File: src/logic/p2g_regs.vh
// How it works
// - Expanded mode: direction 1 address, 0 input.
// - Expanded pins carry address bits 15 to 8.
// - Single-chip modes: direction 1 output, 0 input.
// - Direction register reads back all ones.
// - Direction clears on reset, hardware standby.
// - Software standby keeps driven pins' output state.
// - Data read: latch if output, else pin.
// - Data latch read/write, clears, survives software standby.
// - Pull-up on only when selected and input.
// - Each pull-up has its own control bit.
// - Pull-up control read/write, clears, survives software standby.
// - Pull-ups off in reset, hardware standby.
// - Registers at FFC1, FFC3 and FFD8.
`ifndef P2G_REGS_VH
`define P2G_REGS_VH

// ****************************************************************
// Register indices; byte address is four times the index.
// ****************************************************************
`define P2G_IDX_DIR       16'hffc1
`define P2G_IDX_DATA      16'hffc3
`define P2G_IDX_PULLUP    16'hffd8

// ****************************************************************
// Field layout and reset values.
// ****************************************************************
`define P2G_PORT_LSB      0
`define P2G_PORT_MSB      7
`define P2G_RST_DIR       8'h00
`define P2G_RST_DATA      8'h00
`define P2G_RST_PULLUP    8'h00
`define P2G_DIR_READBACK  8'hff
`define P2G_UNMAPPED_READ 32'h0000_0000

// ****************************************************************
// Operating modes.
// ****************************************************************
`define P2G_MODE_EXPANDED 2'h1
`define P2G_MODE_SINGLE2  2'h2
`define P2G_MODE_SINGLE3  2'h3

`endif

File: src/logic/p2g_port.v
// Added by the designer: the Avalon-MM slave port.
`timescale 1ns/1ns
`default_nettype none
`include "p2g_regs.vh"

// ****************************************************************
// Eight-pin general port that may also drive address bits 15 to 8.
// ****************************************************************
module p2g_port (
    input  wire        clk,
    input  wire        rst,
    // Avalon-MM slave, word addressed by register index.
    input  wire [15:0] avs_address,
    input  wire        avs_read,
    input  wire        avs_write,
    input  wire [3:0]  avs_byteenable,
    input  wire [31:0] avs_writedata,
    output wire [31:0] avs_readdata,
    output wire        avs_waitrequest,
    // Operating mode straps and standby controls.
    input  wire [1:0]  mode_pins,
    input  wire        hw_standby,
    input  wire        sw_standby,
    // Upper byte of the lower address word from the bus controller.
    input  wire [7:0]  upper_low_address_byte,
    // Port pins.
    input  wire [7:0]  pin_in,
    output wire [7:0]  pin_out,
    output wire [7:0]  pin_oe,
    output wire [7:0]  pullup_on
);

    // ****************************************************************
    // Bus handshake states.
    // ****************************************************************
    localparam BUS_IDLE = 1'b0;
    localparam BUS_ANS  = 1'b1;

    // ****************************************************************
    // Shared helpers.
    // ****************************************************************
    function is_reg;
        input [15:0] addr;
        input [15:0] idx;
        begin
            is_reg = (addr == idx);
        end
    endfunction

    // Per-pin merge: where sel is 1 take a, otherwise take b.
    function [7:0] merge8;
        input [7:0] sel;
        input [7:0] a;
        input [7:0] b;
        begin
            merge8 = (sel & a) | (~sel & b);
        end
    endfunction

    // Zero-extends one register byte onto the 32-bit read bus.
    function [31:0] widen8;
        input [7:0] value;
        begin
            widen8 = {24'h000000, value};
        end
    endfunction

    // ****************************************************************
    // Synchronised pin inputs.
    // ****************************************************************
    wire [10:0] sync_bus;
    wire [7:0]  pin_sync;
    wire [1:0]  mode_sync;
    wire        hws_sync;

    p2g_sync #(
        .WIDTH    (11)
    ) u_sync (
        .clk      (clk),
        .rst      (rst),
        .async_in ({hw_standby, mode_pins, pin_in}),
        .sync_out (sync_bus)
    );

    assign pin_sync  = sync_bus[7:0];
    assign mode_sync = sync_bus[9:8];
    assign hws_sync  = sync_bus[10];

    // ****************************************************************
    // Mode decode.
    // ****************************************************************
    wire expanded;
    wire clear_all;

    assign expanded  = (mode_sync == `P2G_MODE_EXPANDED);
    // Hardware standby acts like reset on the control and pin drive registers, but not on the bus slave state.
    assign clear_all = rst | hws_sync;

    // ****************************************************************
    // Register bus slave.
    // ****************************************************************
    reg        bus_state_r;
    reg        bus_state_nxt;
    reg        wait_r;
    reg        wait_nxt;
    reg [31:0] rdata_r;
    reg [31:0] rdata_nxt;
    reg [7:0]  dir_r;
    reg [7:0]  dir_nxt;
    reg [7:0]  data_r;
    reg [7:0]  data_nxt;
    reg [7:0]  pull_r;
    reg [7:0]  pull_nxt;
    reg [7:0]  out_r;
    reg [7:0]  out_nxt;
    reg [7:0]  oe_r;
    reg [7:0]  oe_nxt;
    reg [7:0]  pu_r;
    reg [7:0]  pu_nxt;

    wire       req;
    wire       commit;
    wire       wr_ok;
    wire [7:0] wbyte;
    wire       take;
    wire       hit_dir;
    wire       hit_data;
    wire       hit_pull;
    wire       wr_dir;
    wire       wr_data;
    wire       wr_pull;

    assign req    = avs_read | avs_write;
    // A write lands at the edge where waitrequest is seen low.
    assign commit = (bus_state_r == BUS_ANS) & avs_write;
    // Registers stay frozen while the core sleeps in software standby.
    assign wr_ok  = commit & avs_byteenable[0] & ~sw_standby;
    assign wbyte  = avs_writedata[7:0];

    // A request is taken only while the slave is idle.
    assign take   = (bus_state_r == BUS_IDLE) & req;

    // The full index is decoded, as neighbouring ports share the same page.
    assign hit_dir  = is_reg(avs_address, `P2G_IDX_DIR);
    assign hit_data = is_reg(avs_address, `P2G_IDX_DATA);
    assign hit_pull = is_reg(avs_address, `P2G_IDX_PULLUP);
    assign wr_dir   = wr_ok & hit_dir;
    assign wr_data  = wr_ok & hit_data;
    assign wr_pull  = wr_ok & hit_pull;

    always @* begin
        bus_state_nxt = bus_state_r;
        wait_nxt      = 1'b1;
        case (bus_state_r)
            BUS_IDLE: begin
                if (req) begin
                    bus_state_nxt = BUS_ANS;
                    wait_nxt      = 1'b0;
                end
            end
            BUS_ANS: begin
                bus_state_nxt = BUS_IDLE;
                wait_nxt      = 1'b1;
            end
            default: begin
                bus_state_nxt = BUS_IDLE;
            end
        endcase
    end

    // Read data are captured with the answer and held until the next read.
    always @* begin
        rdata_nxt = rdata_r;
        if (take && avs_read) begin
            if (hit_dir) begin
                rdata_nxt = widen8(`P2G_DIR_READBACK);
            end else if (hit_data) begin
                rdata_nxt = widen8(merge8(dir_r, data_r, pin_sync));
            end else if (hit_pull) begin
                rdata_nxt = widen8(pull_r);
            end else begin
                rdata_nxt = `P2G_UNMAPPED_READ;
            end
        end
    end

    always @(posedge clk) begin
        if (rst) begin
            bus_state_r <= BUS_IDLE;
            wait_r      <= 1'b1;
            rdata_r     <= `P2G_UNMAPPED_READ;
        end else begin
            bus_state_r <= bus_state_nxt;
            wait_r      <= wait_nxt;
            rdata_r     <= rdata_nxt;
        end
    end

    // ****************************************************************
    // Direction, data latch and pull-up control registers.
    // ****************************************************************
    always @* begin
        dir_nxt = dir_r;
        if (wr_dir) begin
            dir_nxt = wbyte;
        end
    end

    always @* begin
        data_nxt = data_r;
        if (wr_data) begin
            data_nxt = wbyte;
        end
    end

    always @* begin
        pull_nxt = pull_r;
        if (wr_pull) begin
            pull_nxt = wbyte;
        end
    end

    // Software standby needs no branch here: no write is accepted then.
    always @(posedge clk) begin
        if (clear_all) begin
            dir_r <= `P2G_RST_DIR;
        end else begin
            dir_r <= dir_nxt;
        end
    end

    always @(posedge clk) begin
        if (clear_all) begin
            data_r <= `P2G_RST_DATA;
        end else begin
            data_r <= data_nxt;
        end
    end

    always @(posedge clk) begin
        if (clear_all) begin
            pull_r <= `P2G_RST_PULLUP;
        end else begin
            pull_r <= pull_nxt;
        end
    end

    // ****************************************************************
    // Pin drive and pull-up control.
    // ****************************************************************
    always @* begin
        oe_nxt  = dir_r;
        out_nxt = {8{1'b0}};
        if (expanded) begin
            out_nxt = dir_r & upper_low_address_byte;
        end else begin
            out_nxt = dir_r & data_r;
        end
        // Address lines would otherwise toggle with a stopped bus.
        if (sw_standby) begin
            oe_nxt  = oe_r;
            out_nxt = out_r;
        end
    end

    always @* begin
        pu_nxt = pull_r & ~dir_r;
        if (sw_standby) begin
            pu_nxt = pu_r;
        end
    end

    // Enables drop with reset so that no pin fights the board while it comes up.
    always @(posedge clk) begin
        if (clear_all) begin
            oe_r <= `P2G_RST_DIR;
        end else begin
            oe_r <= oe_nxt;
        end
    end

    always @(posedge clk) begin
        if (clear_all) begin
            out_r <= `P2G_RST_DATA;
        end else begin
            out_r <= out_nxt;
        end
    end

    always @(posedge clk) begin
        if (clear_all) begin
            pu_r <= `P2G_RST_PULLUP;
        end else begin
            pu_r <= pu_nxt;
        end
    end

    // ****************************************************************
    // Outputs.
    // ****************************************************************
    assign avs_readdata    = rdata_r;
    assign avs_waitrequest = wait_r;
    assign pin_out         = out_r;
    assign pin_oe          = oe_r;
    assign pullup_on       = pu_r;

endmodule

`default_nettype wire

File: src/logic/p2g_sync.v
`timescale 1ns/1ns
`default_nettype none

// ****************************************************************
// Two-stage synchroniser for levels arriving from outside.
// ****************************************************************
module p2g_sync #(
    parameter WIDTH = 8
) (
    input  wire             clk,
    input  wire             rst,
    input  wire [WIDTH-1:0] async_in,
    output wire [WIDTH-1:0] sync_out
);

    reg [WIDTH-1:0] meta_r;
    reg [WIDTH-1:0] sync_r;

    // The first stage is read only by the second stage.
    always @(posedge clk) begin
        if (rst) begin
            meta_r <= {WIDTH{1'b0}};
            sync_r <= {WIDTH{1'b0}};
        end else begin
            meta_r <= async_in;
            sync_r <= meta_r;
        end
    end

    assign sync_out = sync_r;

endmodule

`default_nettype wire

File: config.mk
export PLATFORM = sky130hd
export DESIGN_NAME = p2g_port
export DESIGN_NICKNAME = d
export VERILOG_FILES = /design/src/logic/p2g_port.v /design/src/logic/p2g_sync.v
export VERILOG_INCLUDE_DIRS = /design/src /design/src/logic
export SDC_FILE = /design/constraint.sdc
export NUM_CORES = 1
export LEC_CHECK = 0
export ABC_AREA = 1
export BUFFER_PORTS_ARGS = -buffer_cell sky130_fd_sc_hd__buf_2
export CAP_MARGIN = 20
export CORE_AREA = 2 2 88 90
export CTS_CLUSTER_SIZE = 10
export DETAILED_ROUTE_END_ITERATION = 7
export DIE_AREA = 0 0 90 92
export PLACE_DENSITY_LB_ADDON = 0.1
export SETUP_SLACK_MARGIN = 0.2
export SYNTH_ARGS = -nofsm -noshare
export SYNTH_HDL_FRONTEND = slang
export SYNTH_SLANG_ARGS = --single-unit
File: constraint.sdc
create_clock -name clk -period 1.4 [get_ports clk]
set_input_delay 0.21 -clock clk [delete_from_list [all_inputs] [get_ports clk]]
set_output_delay 0.21 -clock clk [all_outputs]
set_load 0.1 [all_outputs]
**Word-level counts from Yosys, hierarchy flattened**

Cells that the tools add are included.

- Equal/unequal tests: 4
- Divide/modulo/power cells: 0
- Bitwise gates (word level): 17
- Reductions and logical operators: 1
- Multiplexer cells: 8
- Multipliers: 0
- $lt $le $gt $ge: 0
- Shifts and indexed selects: 0
- Add/sub/neg operators: 0

Operator list:

| kind | number |
|---|---|
| equality test 16 bit (second input constant) | 3 |
| AND 8 bit | 4 |
| two-way mux 8 bit | 4 |
| inverter 8 bit | 1 |
| OR 8 bit | 1 |
| AND 1 bit | 7 |
| case mux 1 bit (2 select lines) | 2 |
| equality test 2 x 1 -> 1 bit (second input constant) | 1 |
| two-way mux 1 bit | 2 |
| inverter 1 bit | 2 |
| OR 1 bit | 2 |
| logical AND 1 bit | 1 |

- Bits in latches: 0
- Logic and storage cells: 41
- Bits in registers: 104
- Memories: 0
- Bits in writable memories: 0
- ROM bits: 0

**Depth between registers and ports, before layout**

Gate-level depths: netlist of run 1.

- Word-level depth: 5
- Depth in mapped cells: 10

**Cells and area by module**

From an unflattened synthesis of run 1, not the netlist that was laid out.

- Cells, all modules: 480
- Area total of the unflattened synthesis: 3469.6 µm²

By module, submodules not included:

| module | times used | cells each | seq. area each (µm²) | area each (µm²) |
|---|---|---|---|---|
| p2g_port | 1 | 412 | 1161.1 | 2841.5 |
| p2g_sync | 1 | 68 | 440.4 | 628.1 |

**Least setup slack after synthesis of run 1**

OpenSTA, ideal clock, no wires.

- Path type: register to register
- Start point: register, netlist name pin_out[7]
- End point: register out_r[7] (netlist: pin_out[7])
- Arrival time: 1.393 ns
- Period minus slack after synthesis: 1.449 ns
- Slack: -0.049 ns
- Library setup time: 0.056 ns
- Path buffers: 0
- Cell stages (with the launch flop): 4
- Path through: dfxtp_1 > o21ai_0 > a31o_2 > inv_1

RTL lines:

| what | RTL line | text |
|---|---|---|
| end signal: assignment | p2g_port.v:284 | `` out_r <= `P2G_RST_DATA; `` |
| end signal: assignment | p2g_port.v:286 | `out_r <= out_nxt;` |
| end: declaration | p2g_port.v:114 | `reg [7:0] out_r;` |

**Worst setup path in the final report of run 1**

- Start point: register pu_r[7] (netlist: pullup_on[7])
- End point: output port pullup_on[7]

RTL lines:

| what | RTL line | text |
|---|---|---|
| start: declaration | p2g_port.v:118 | `reg [7:0] pu_r;` |
| start signal: assignment | p2g_port.v:292 | `` pu_r <= `P2G_RST_PULLUP; `` |
| start signal: assignment | p2g_port.v:294 | `pu_r <= pu_nxt;` |
| end: declaration | p2g_port.v:30 | `output wire [7:0] pullup_on` |

No word-level cell between the ends.

==> impl_metrics.json, run 1 <==
{
  "final_area_um2": 4510,
  "path_cells": "buf_4",
  "maxCapViolations": 0,
  "diodes": 0,
  "std_cell_rows": 32,
  "die_x_um": 90,
  "end_kind": "output port",
  "p_int_mw": 3.66,
  "period_needed_ns": 1.18,
  "clockBufferDepth": 2,
  "cts-root-buf": "clkbuf_8",
  "coreArea_um2": 7450,
  "yosysSeqAreaShare_pct": 46.9,
  "seqCellArea_um2": 1640,
  "crit_arrival_ns": 0.97,
  "grt_pass1_wl_um": 14000,
  "synth_warnings": 0,
  "num_io_pins": 133,
  "drcViolationCount": 0,
  "required_ns": 1.19,
  "whs_ns": 0.0481,
  "syn_area_um2": 3420,
  "sw_frac_of_total_pct": 32.5,
  "crit_path_start": "pullup_on[7]",
  "clkSinkCount": 80,
  "power_density_nw_per_um2": 1200,
  "htreeDepth": 3,
  "critical_path.max_fanout": 2,
  "area_growth_pct": 32.1,
  "initial_utilization_pct": 45.9,
  "max_stage_delay_ns": 0.34,
  "crit_family": "flip-flops",
  "multi_input_area_um2": 1430,
  "fill_cells": 737,
  "power_switching_mw": 1.76,
  "p_clk_share_pct": 35.0,
  "track_usage_pct": 21.2,
  "insertion_delay_ns": 0.36,
  "slowest_stage": "dfxtp_2",
  "seq_power_share_pct": 44.4,
  "synth_commonest_cells": "nand2_1, dfxtp_1, inv_1",
  "grt_pass1_vias": 2953,
  "fp.dieH_um": 92,
  "async_reset_ff_share_pct": 0,
  "clk_pin_slew_worst_paths_ns": 0.08,
  "r2r_start": "bus_state_r",
  "drtPass1Iterations": 4,
  "fmax_ghz": 0.844,
  "die-area_um2": 8280,
  "finalClockSkew_ns": 0.00569,
  "cts_tree": "built",
  "nNetsFinal": 642,
  "synthFlopType": "dfxtp_1",
  "synth_edf_count": 0,
  "synth.most_common_cell": "nand2_1",
  "vias": 3187,
  "numCtsBuffers": 9,
  "wl_per_cell_um": 12.7,
  "min-delay-start": "mode_pins[1]",
  "worst-path-buf-inv": 1,
  "combPwrFrac_pct": 20.7,
  "drtIter0Drc": 192,
  "hold_viol_final": 0,
  "synth_area_leader_cell": "dfxtp_1",
  "drv_slew": 0,
  "avgSynthCellArea_um2": 7.18,
  "synth_cells": 476,
  "finalSetupViolations": 0,
  "antenna_left": 0,
  "status": "complete, no violations",
  "tns_ns": 0,
  "place.gp.congestion": 0.845,
  "synth_area_leaders": "dfxtp_1, nand2_1, inv_1",
  "synth_cell_types": 19,
  "synth-seq-cells": 80,
  "grt_max_degree": 32,
  "place_area_um2": 3960,
  "post-route-period-util_pct": 84.6,
  "criticalPathCategory": "reg2out",
  "grt_overflow": 0,
  "synth_top_cell_area_share_pct": 46.9,
  "hold_path.class": "in2reg",
  "ir_drop_uv": 779,
  "antenna_found_initial": 0,
  "io_buffers": 81,
  "rsz0062_at_grt": "yes",
  "dp_hpwl_um": 6100,
  "drive_gt1_share_pct": 29.9,
  "cts-hold-fix-buffers": 0,
  "leakage_nw": 2.07,
  "viasPerCell": 4.74,
  "start_kind": "register",
  "routed_wl_um": 8560
}
metrics by stage:
step | util (%) | std cells | setup WS, ns | power (mW)
after floorplan | - | 499 | 0.281 | 3.34
after global placement | 53.2 | 652 | -0.0430 | 3.48
after detailed placement | 53.2 | 652 | -0.0918 | 3.49
after CTS | 57.8 | 669 | 0.202 | 5.41
after global routing | 60.6 | 673 | 0.176 | 5.61
final | 60.6 | 673 | 0.215 | 5.42
registers in the layout, indices dropped and copies added, names as in the netlist:
signal           flops
data_r               8
avs_waitrequest      1
pullup_on            8
u_sync.meta_r       11
bus_state_r          1
pin_out              8
pull_r               8
avs_readdata         8
pin_oe               8
u_sync.sync_out     11
dir_r                8
logic make-up (layout without fill, tap and decap cells):
logic type	Yosys count	count (layout)	share of synthesized area [%]
buffers and inverters	115	187	15.9
AO/OA/AOI/OAI	80	80	11.9
AND/OR/NAND/NOR	200	200	25.3
flip-flops	80	80	46.9
other	1	24	0.110
placed cells by master (no fill, tap or decap), types with 2 or more instances in the layout:
cell        n
a21oi_1    46
a21oi_2     2
buf_12      7
buf_2      48
buf_4      23
buf_6      19
bufinv_16   2
clkbuf_16   2
clkbuf_8   10
clkinv_2    2
conb_1     24
dfxtp_1    47
dfxtp_2    33
inv_1      70
nand2_1    80
nand2_2     5
nand3_1    35
nand3_2     5
nand3_4     2
nand4_1     8
nor2_1     58
nor2_2      2
nor2_4      5
o21ai_0    28
o21ai_1     2
layout make-up:
cell class | count | area share (%)
multi-input cells | 304 | 31.7
repair buffers | 99 | 18.1
inverters | 72 | 6.05
well taps | 102 | 2.83
clock buffers | 11 | 3.13
clock inverters | 5 | 1.75
flip-flops and latches | 80 | 36.4
power by group through the flow:
stage | Sequential [mW] | Clock, mW | Combinational (mW)
global placement | 2.45 | 0 | 1.03
floorplan | 2.81 | 0 | 0.525
CTS | 2.40 | 1.93 | 1.08
global route | 2.42 | 2.01 | 1.18
detailed placement | 2.45 | 0 | 1.04
finish | 2.41 | 1.90 | 1.12
repair_timing:
item,in CTS,in global routing
resized for setup,39,34
pin swaps,3,6
cloned,0,2
setup endpoints to repair,59,52
setup buffers,1,2
per-layer routing:
layer | share of wire, % | global-route usage [%] | vias up
li1 | - | - | 1628
met1 | 43 | 27.4 | 1422
met2 | 48 | 34.8 | 122
met3 | 6.3 | 3.86 | 15
met4 | 2.1 | 8.97 | 0
met5 | 0 | 0 | -
final timing paths:
| kind | endpoint | depth (start not counted) | slack [ns] |
|---|---|---|---|
| worst max-delay path | pullup_on[7] | 1 | 0.22 |
| worst min-delay path | u_sync.meta_r[9] | 3 | 0.05 |
| worst max register to register | data_r[5] | 6 | 0.23 |
| worst min register to register | u_sync.sync_out[10] | 2 | 0.41 |
Note: power is estimated with default switching activity, not from simulation.
==> inputs of run 2 (changes only) <==
- clock period: 1.4 -> 1.09 ns (I/O delays scaled with it)
==> impl_metrics.json, run 2 (synthesis results as in run 1) <==
{
  "status": "finished with violations",
  "violations": "setup timing",
  "min-delay-start": "pin_in[4]",
  "numPlacedInstances": 666,
  "io_buffers": 81,
  "hold_path.class": "in2reg",
  "coreArea_um2": 7450,
  "r2r_start": "bus_state_r",
  "viasPerCell": 4.81,
  "grt_overflow": 0,
  "critical_path.max_fanout": 9,
  "required_ns": 1.37,
  "antenna_found_initial": 0,
  "clkSinkCount": 80,
  "cts_tree": "built",
  "fin_ws_ns": -0.0982,
  "period_needed_ns": 1.19,
  "start_kind": "register",
  "vias": 3425,
  "fmax_ghz": 0.842,
  "clockBufferDepth": 2,
  "cts-hold-fix-buffers": 0,
  "htreeDepth": 3,
  "rrSetupSlack_ns": -0.1,
  "initial_utilization_pct": 45.9,
  "die_x_um": 90,
  "hold_depth": 3,
  "routed_wl_um": 9410,
  "drtIter0Drc": 293,
  "fp.dieH_um": 92,
  "holdPathEnd": "u_sync.meta_r[4]",
  "track_usage_pct": 22.8,
  "fin_cells": 712,
  "num_io_pins": 133,
  "reg2reg_depth": 5,
  "grt_pass1_vias": 3088,
  "dp_slack_ns": -0.176,
  "rsz0062_at_grt": "yes",
  "postLayoutCoreUtil_pct": 73.2,
  "maxCapViolations": 0,
  "post-route-period-util_pct": 109,
  "drive_gt1_share_pct": 42.0,
  "std_cell_rows": 32,
  "power_mw": 6.86,
  "final_cell_mix": "nand2_1, inv_1, nor2_1, buf_2, a21oi_1",
  "criticalPathCategory": "reg2reg",
  "fill_cells": 584,
  "area_growth_pct": 59.6,
  "die-area_um2": 8280,
  "diodes": 0,
  "clk_pin_slew_worst_paths_ns": 0.08,
  "crit_arrival_ns": 1.47,
  "ir_drop_uv": 890,
  "wl_per_cell_um": 13.2,
  "grt_pass1_wl_um": 15000,
  "drtPass1Iterations": 5,
  "finalSetupViolations": 30,
  "hold_viol_final": 0,
  "end_kind": "register",
  "insertion_delay_ns": 0.35,
  "dp_hpwl_um": 6630,
  "power_density_nw_per_um2": 1260,
  "finalClockSkew_ns": 0.0103,
  "place.gp.congestion": 0.920,
  "leakage_nw": 2.40,
  "drv_slew": 0,
  "cts-root-buf": "clkbuf_8",
  "timing.rr.end": "data_r[5]",
  "nNetsFinal": 681,
  "drcViolationCount": 0,
  "numCtsBuffers": 9,
  "grt_max_degree": 32,
  "antenna_left": 0,
  "final_common_cell": "nand2_1"
}
## run 2: worst max-delay path by stage
| stage | startpoint | cells past startpoint | endpoint | slack (ns) |
|---|---|---|---|---|
| after floorplan | bus_state_r | 5 | data_r[3] | 0.05 |
| after global placement | avs_address[2] | 9 | pull_r[4] | -0.17 |
| after detailed placement | avs_address[2] | 9 | pull_r[7] | -0.18 |
| after CTS | bus_state_r | 5 | data_r[5] | -0.09 |
| after global routing | bus_state_r | 5 | data_r[6] | -0.15 |
| final | bus_state_r | 5 | data_r[5] | -0.1 |
## run 2: area by class of cell
cell class              count  area (um^2)  share of cell area (%)
well taps                 102          128                    2.34
inverters                  72          304                    5.58
repair buffers            138         1480                    27.1
multi-input cells         304         1640                    30.0
clock buffers              13          160                    2.94
clock inverters             3         16.3                   0.298
flip-flops and latches     80         1730                    31.7
## run 2: where the power goes
group          internal [mW]  total, mW  switching (mW)
registers               2.99       3.08          0.0830
clock network          0.964       2.02            1.06
logic                  0.565       1.76            1.20
## run 2: per-stage QoR
stage                     TNS [ns]  hold slack, ns  instance area [um^2]
final                        -1.39          0.0142                  5450
after CTS                    -1.66         0.00685                  5240
after detailed placement     -4.42           0.370                  4670
after global routing         -3.86         0.00759                  5450
after global placement       -3.70           0.363                  4670
after floorplan                  0           0.270                  3700
## run 2: metal layers
| metal | GRT usage, % | wire length (um) | vias up | part of all wire, % |
|---|---|---|---|---|
| met1 | 28.5 | 3960 | 1575 | 42 |
| met5 | 0 | 0 | - | 0 |
| met3 | 4.85 | 572 | 13 | 6.1 |
| met2 | 39.2 | 4720 | 135 | 50 |
| met4 | 7.69 | 155 | 0 | 1.6 |
| li1 | - | - | 1702 | - |
## run 2: critical path: stages (launching register included)
cell     delay (ns)
dfxtp_2        0.36
nand3_4        0.09
nor2_4         0.19
buf_4          0.21
nand4_1        0.12
a21oi_1        0.16
## run 2: what timing repair did
| action | in CTS | in global routing |
|---|---|---|
| setup buffers | 14 | 14 |
| gates cloned | 2 | 0 |
| pin swaps | 15 | 22 |
| resized for setup | 77 | 29 |
| endpoints found under the setup margin | 85 | 89 |
==> inputs of run 3 (changes only) <==
--- a/config.mk
+++ b/config.mk
@@ -17,2 +17,3 @@
 export SETUP_SLACK_MARGIN = 0.2
+export SLEW_MARGIN = 40
 export SYNTH_ARGS = -nofsm -noshare
==> constraint.sdc (replaced) <==
create_clock -name clk -period 1.09 [get_ports clk]
set_input_delay 0.109 -clock clk [delete_from_list [all_inputs] [get_ports clk]]
set_output_delay 0.109 -clock clk [all_outputs]
set_load 0.1 [all_outputs]
==> impl_metrics.json, run 3 (synthesis results as in run 1) <==
{
  "status": "finished with violations",
  "violations": "setup timing",
  "wl_per_cell_um": 13.8,
  "io_buffers": 81,
  "hold_path.class": "in2reg",
  "cts_tree": "built",
  "crit_path_frequent_cell": "nand3_2",
  "power_switching_mw": 2.37,
  "hold_viol_final": 0,
  "antenna_found_initial": 0,
  "p_clk_share_pct": 32.9,
  "max_stage_delay_ns": 0.35,
  "p_int_mw": 4.85,
  "drcViolationCount": 0,
  "maxCapViolations": 0,
  "drtPass1Iterations": 5,
  "grt_overflow": 0,
  "track_usage_pct": 23.7,
  "numCtsBuffers": 9,
  "path_cells": "nand3_2 -> nor2_4 -> buf_12 -> buf_8 -> buf_4 -> nand3_2 -> a21oi_1",
  "min-delay-start": "avs_writedata[4]",
  "num_io_pins": 133,
  "worst-path-buf-inv": 3,
  "vias": 3433,
  "std_cell_rows": 32,
  "grt_max_degree": 32,
  "grt_pass1_vias": 3284,
  "finalSetupViolations": 22,
  "fill_cells": 533,
  "slowest_stage": "dfxtp_2",
  "final_cell_mix": "nand2_1, inv_1, nor2_1, buf_2, a21oi_1",
  "crit_family": "buffers and inverters",
  "area_growth_pct": 65.0,
  "cts-root-buf": "clkbuf_8",
  "required_ns": 1.38,
  "final_common_cell": "nand2_1",
  "diodes": 0,
  "tns_ns": -0.735,
  "rsz0062_at_grt": "yes",
  "leakage_nw": 2.46,
  "clkSinkCount": 80,
  "place.gp.congestion": 0.944,
  "nNetsFinal": 690,
  "crit_arrival_ns": 1.45,
  "insertion_delay_ns": 0.36,
  "end_kind": "register",
  "ir_drop_uv": 1040,
  "die-area_um2": 8280,
  "coreArea_um2": 7450,
  "drv_slew": 0,
  "period_needed_ns": 1.16,
  "initial_utilization_pct": 45.9,
  "fmax_ghz": 0.861,
  "r2r_start": "bus_state_r",
  "rrSetupSlack_ns": -0.07,
  "die_x_um": 90,
  "antenna_left": 0,
  "drive_gt1_share_pct": 43.5,
  "grt_pass1_wl_um": 15400,
  "clockBufferDepth": 2,
  "drtIter0Drc": 222,
  "combPwrFrac_pct": 24.4,
  "sw_frac_of_total_pct": 32.9,
  "viasPerCell": 4.76,
  "htreeDepth": 3,
  "fin_ws_ns": -0.0710,
  "power_density_nw_per_um2": 1280,
  "routed_wl_um": 9940,
  "fp.dieH_um": 92,
  "criticalPathCategory": "reg2reg",
  "dp_hpwl_um": 6520,
  "dp_slack_ns": -0.187,
  "post-route-period-util_pct": 107,
  "start_kind": "register",
  "crit_path_start": "bus_state_r",
  "finalClockSkew_ns": 0.0120,
  "seq_power_share_pct": 42.7,
  "clk_pin_slew_worst_paths_ns": 0.08,
  "critical_path.max_fanout": 8
}
-- run 3: changes by cell type in the layout (fill, tap and decap cells not counted), moves of 3 or more --
| cell | previous run | this run |
|---|---|---|
| dfxtp_2 | 7 | 12 |
| dfxtp_4 | 32 | 28 |
| dlygate4sd3_1 | 0 | 11 |
| nand2_1 | 80 | 75 |
| nand2_4 | 1 | 4 |
| nand3_1 | 26 | 12 |
| nand3_2 | 12 | 26 |
| o21ai_2 | 21 | 18 |
-- run 3: per-stage QoR --
stage | cell area (um^2) | instances | power [mW] | hold slack (ns) | util (%)
after floorplan | 3690 | 499 | 4.26 | 0.216 | -
after global placement | 4670 | 669 | 4.68 | 0.307 | 62.7
after detailed placement | 4670 | 669 | 4.69 | 0.317 | 62.7
after CTS | 5360 | 708 | 7.16 | 0.0252 | 71.9
after global routing | 5640 | 721 | 7.47 | 0.0276 | 75.7
final | 5640 | 721 | 7.22 | 0.0248 | 75.7
-- run 3: worst min-delay path: cells and delay by family --
kind,cells,cell delay [ns]
buffers and inverters,1,0.12
and+or+nand+nor,1,0.06
AOI/OAI and AO/OA,1,0.05
-- run 3: worst paths after layout --
path,endpoint,cells past startpoint
worst max-delay path,dir_r[2],7
worst min-delay path,dir_r[4],3
worst max register to register,dir_r[2],7
worst min register to register,u_sync.sync_out[8],2
-- run 3: final cells by class --
cell class                      instances  area, um^2  area share (%)
Inverter                               72         278            4.93
Timing Repair inverter                  1        11.3           0.200
Tap cell                              102         128            2.26
Multi-Input combinational cell        304        1730            30.6
Clock buffer                           11         131            2.33
Timing Repair Buffer                  146        1560            27.7
Sequential cell                        80        1720            30.5
Clock inverter                          5        81.3            1.44
-- run 3: layer usage --
metal  share of wire [%]  routed length (um)  vias to the layer above  GRT usage [%]
met5                   0                   0                        -              0
met4                 3.3                 325                        0           10.8
met3                 6.4                 639                       25           5.18
met2                  53                5240                      131           42.5
met1                  38                3740                     1556           27.1
li1                    -                   -                     1721              -
-- run 3: timing repair --
action | in CTS | in global routing
endpoints found under the setup margin | 83 | 89
pin swaps | 26 | 33
hold buffers | 11 | 0
hold endpoints to repair | 11 | 0
buffers inserted | 9 | 13
gates cloned | 3 | 0
gates resized for setup | 79 | 46
-- run 3: power by group through the flow --
| stage | combinational, mW | clock [mW] | sequential [mW] |
|---|---|---|---|
| floorplan | 0.681 | 0 | 3.58 |
| global placement | 1.52 | 0 | 3.15 |
| detailed placement | 1.54 | 0 | 3.15 |
| CTS | 1.68 | 2.39 | 3.09 |
| global route | 1.84 | 2.53 | 3.10 |
| finish | 1.76 | 2.37 | 3.09 |
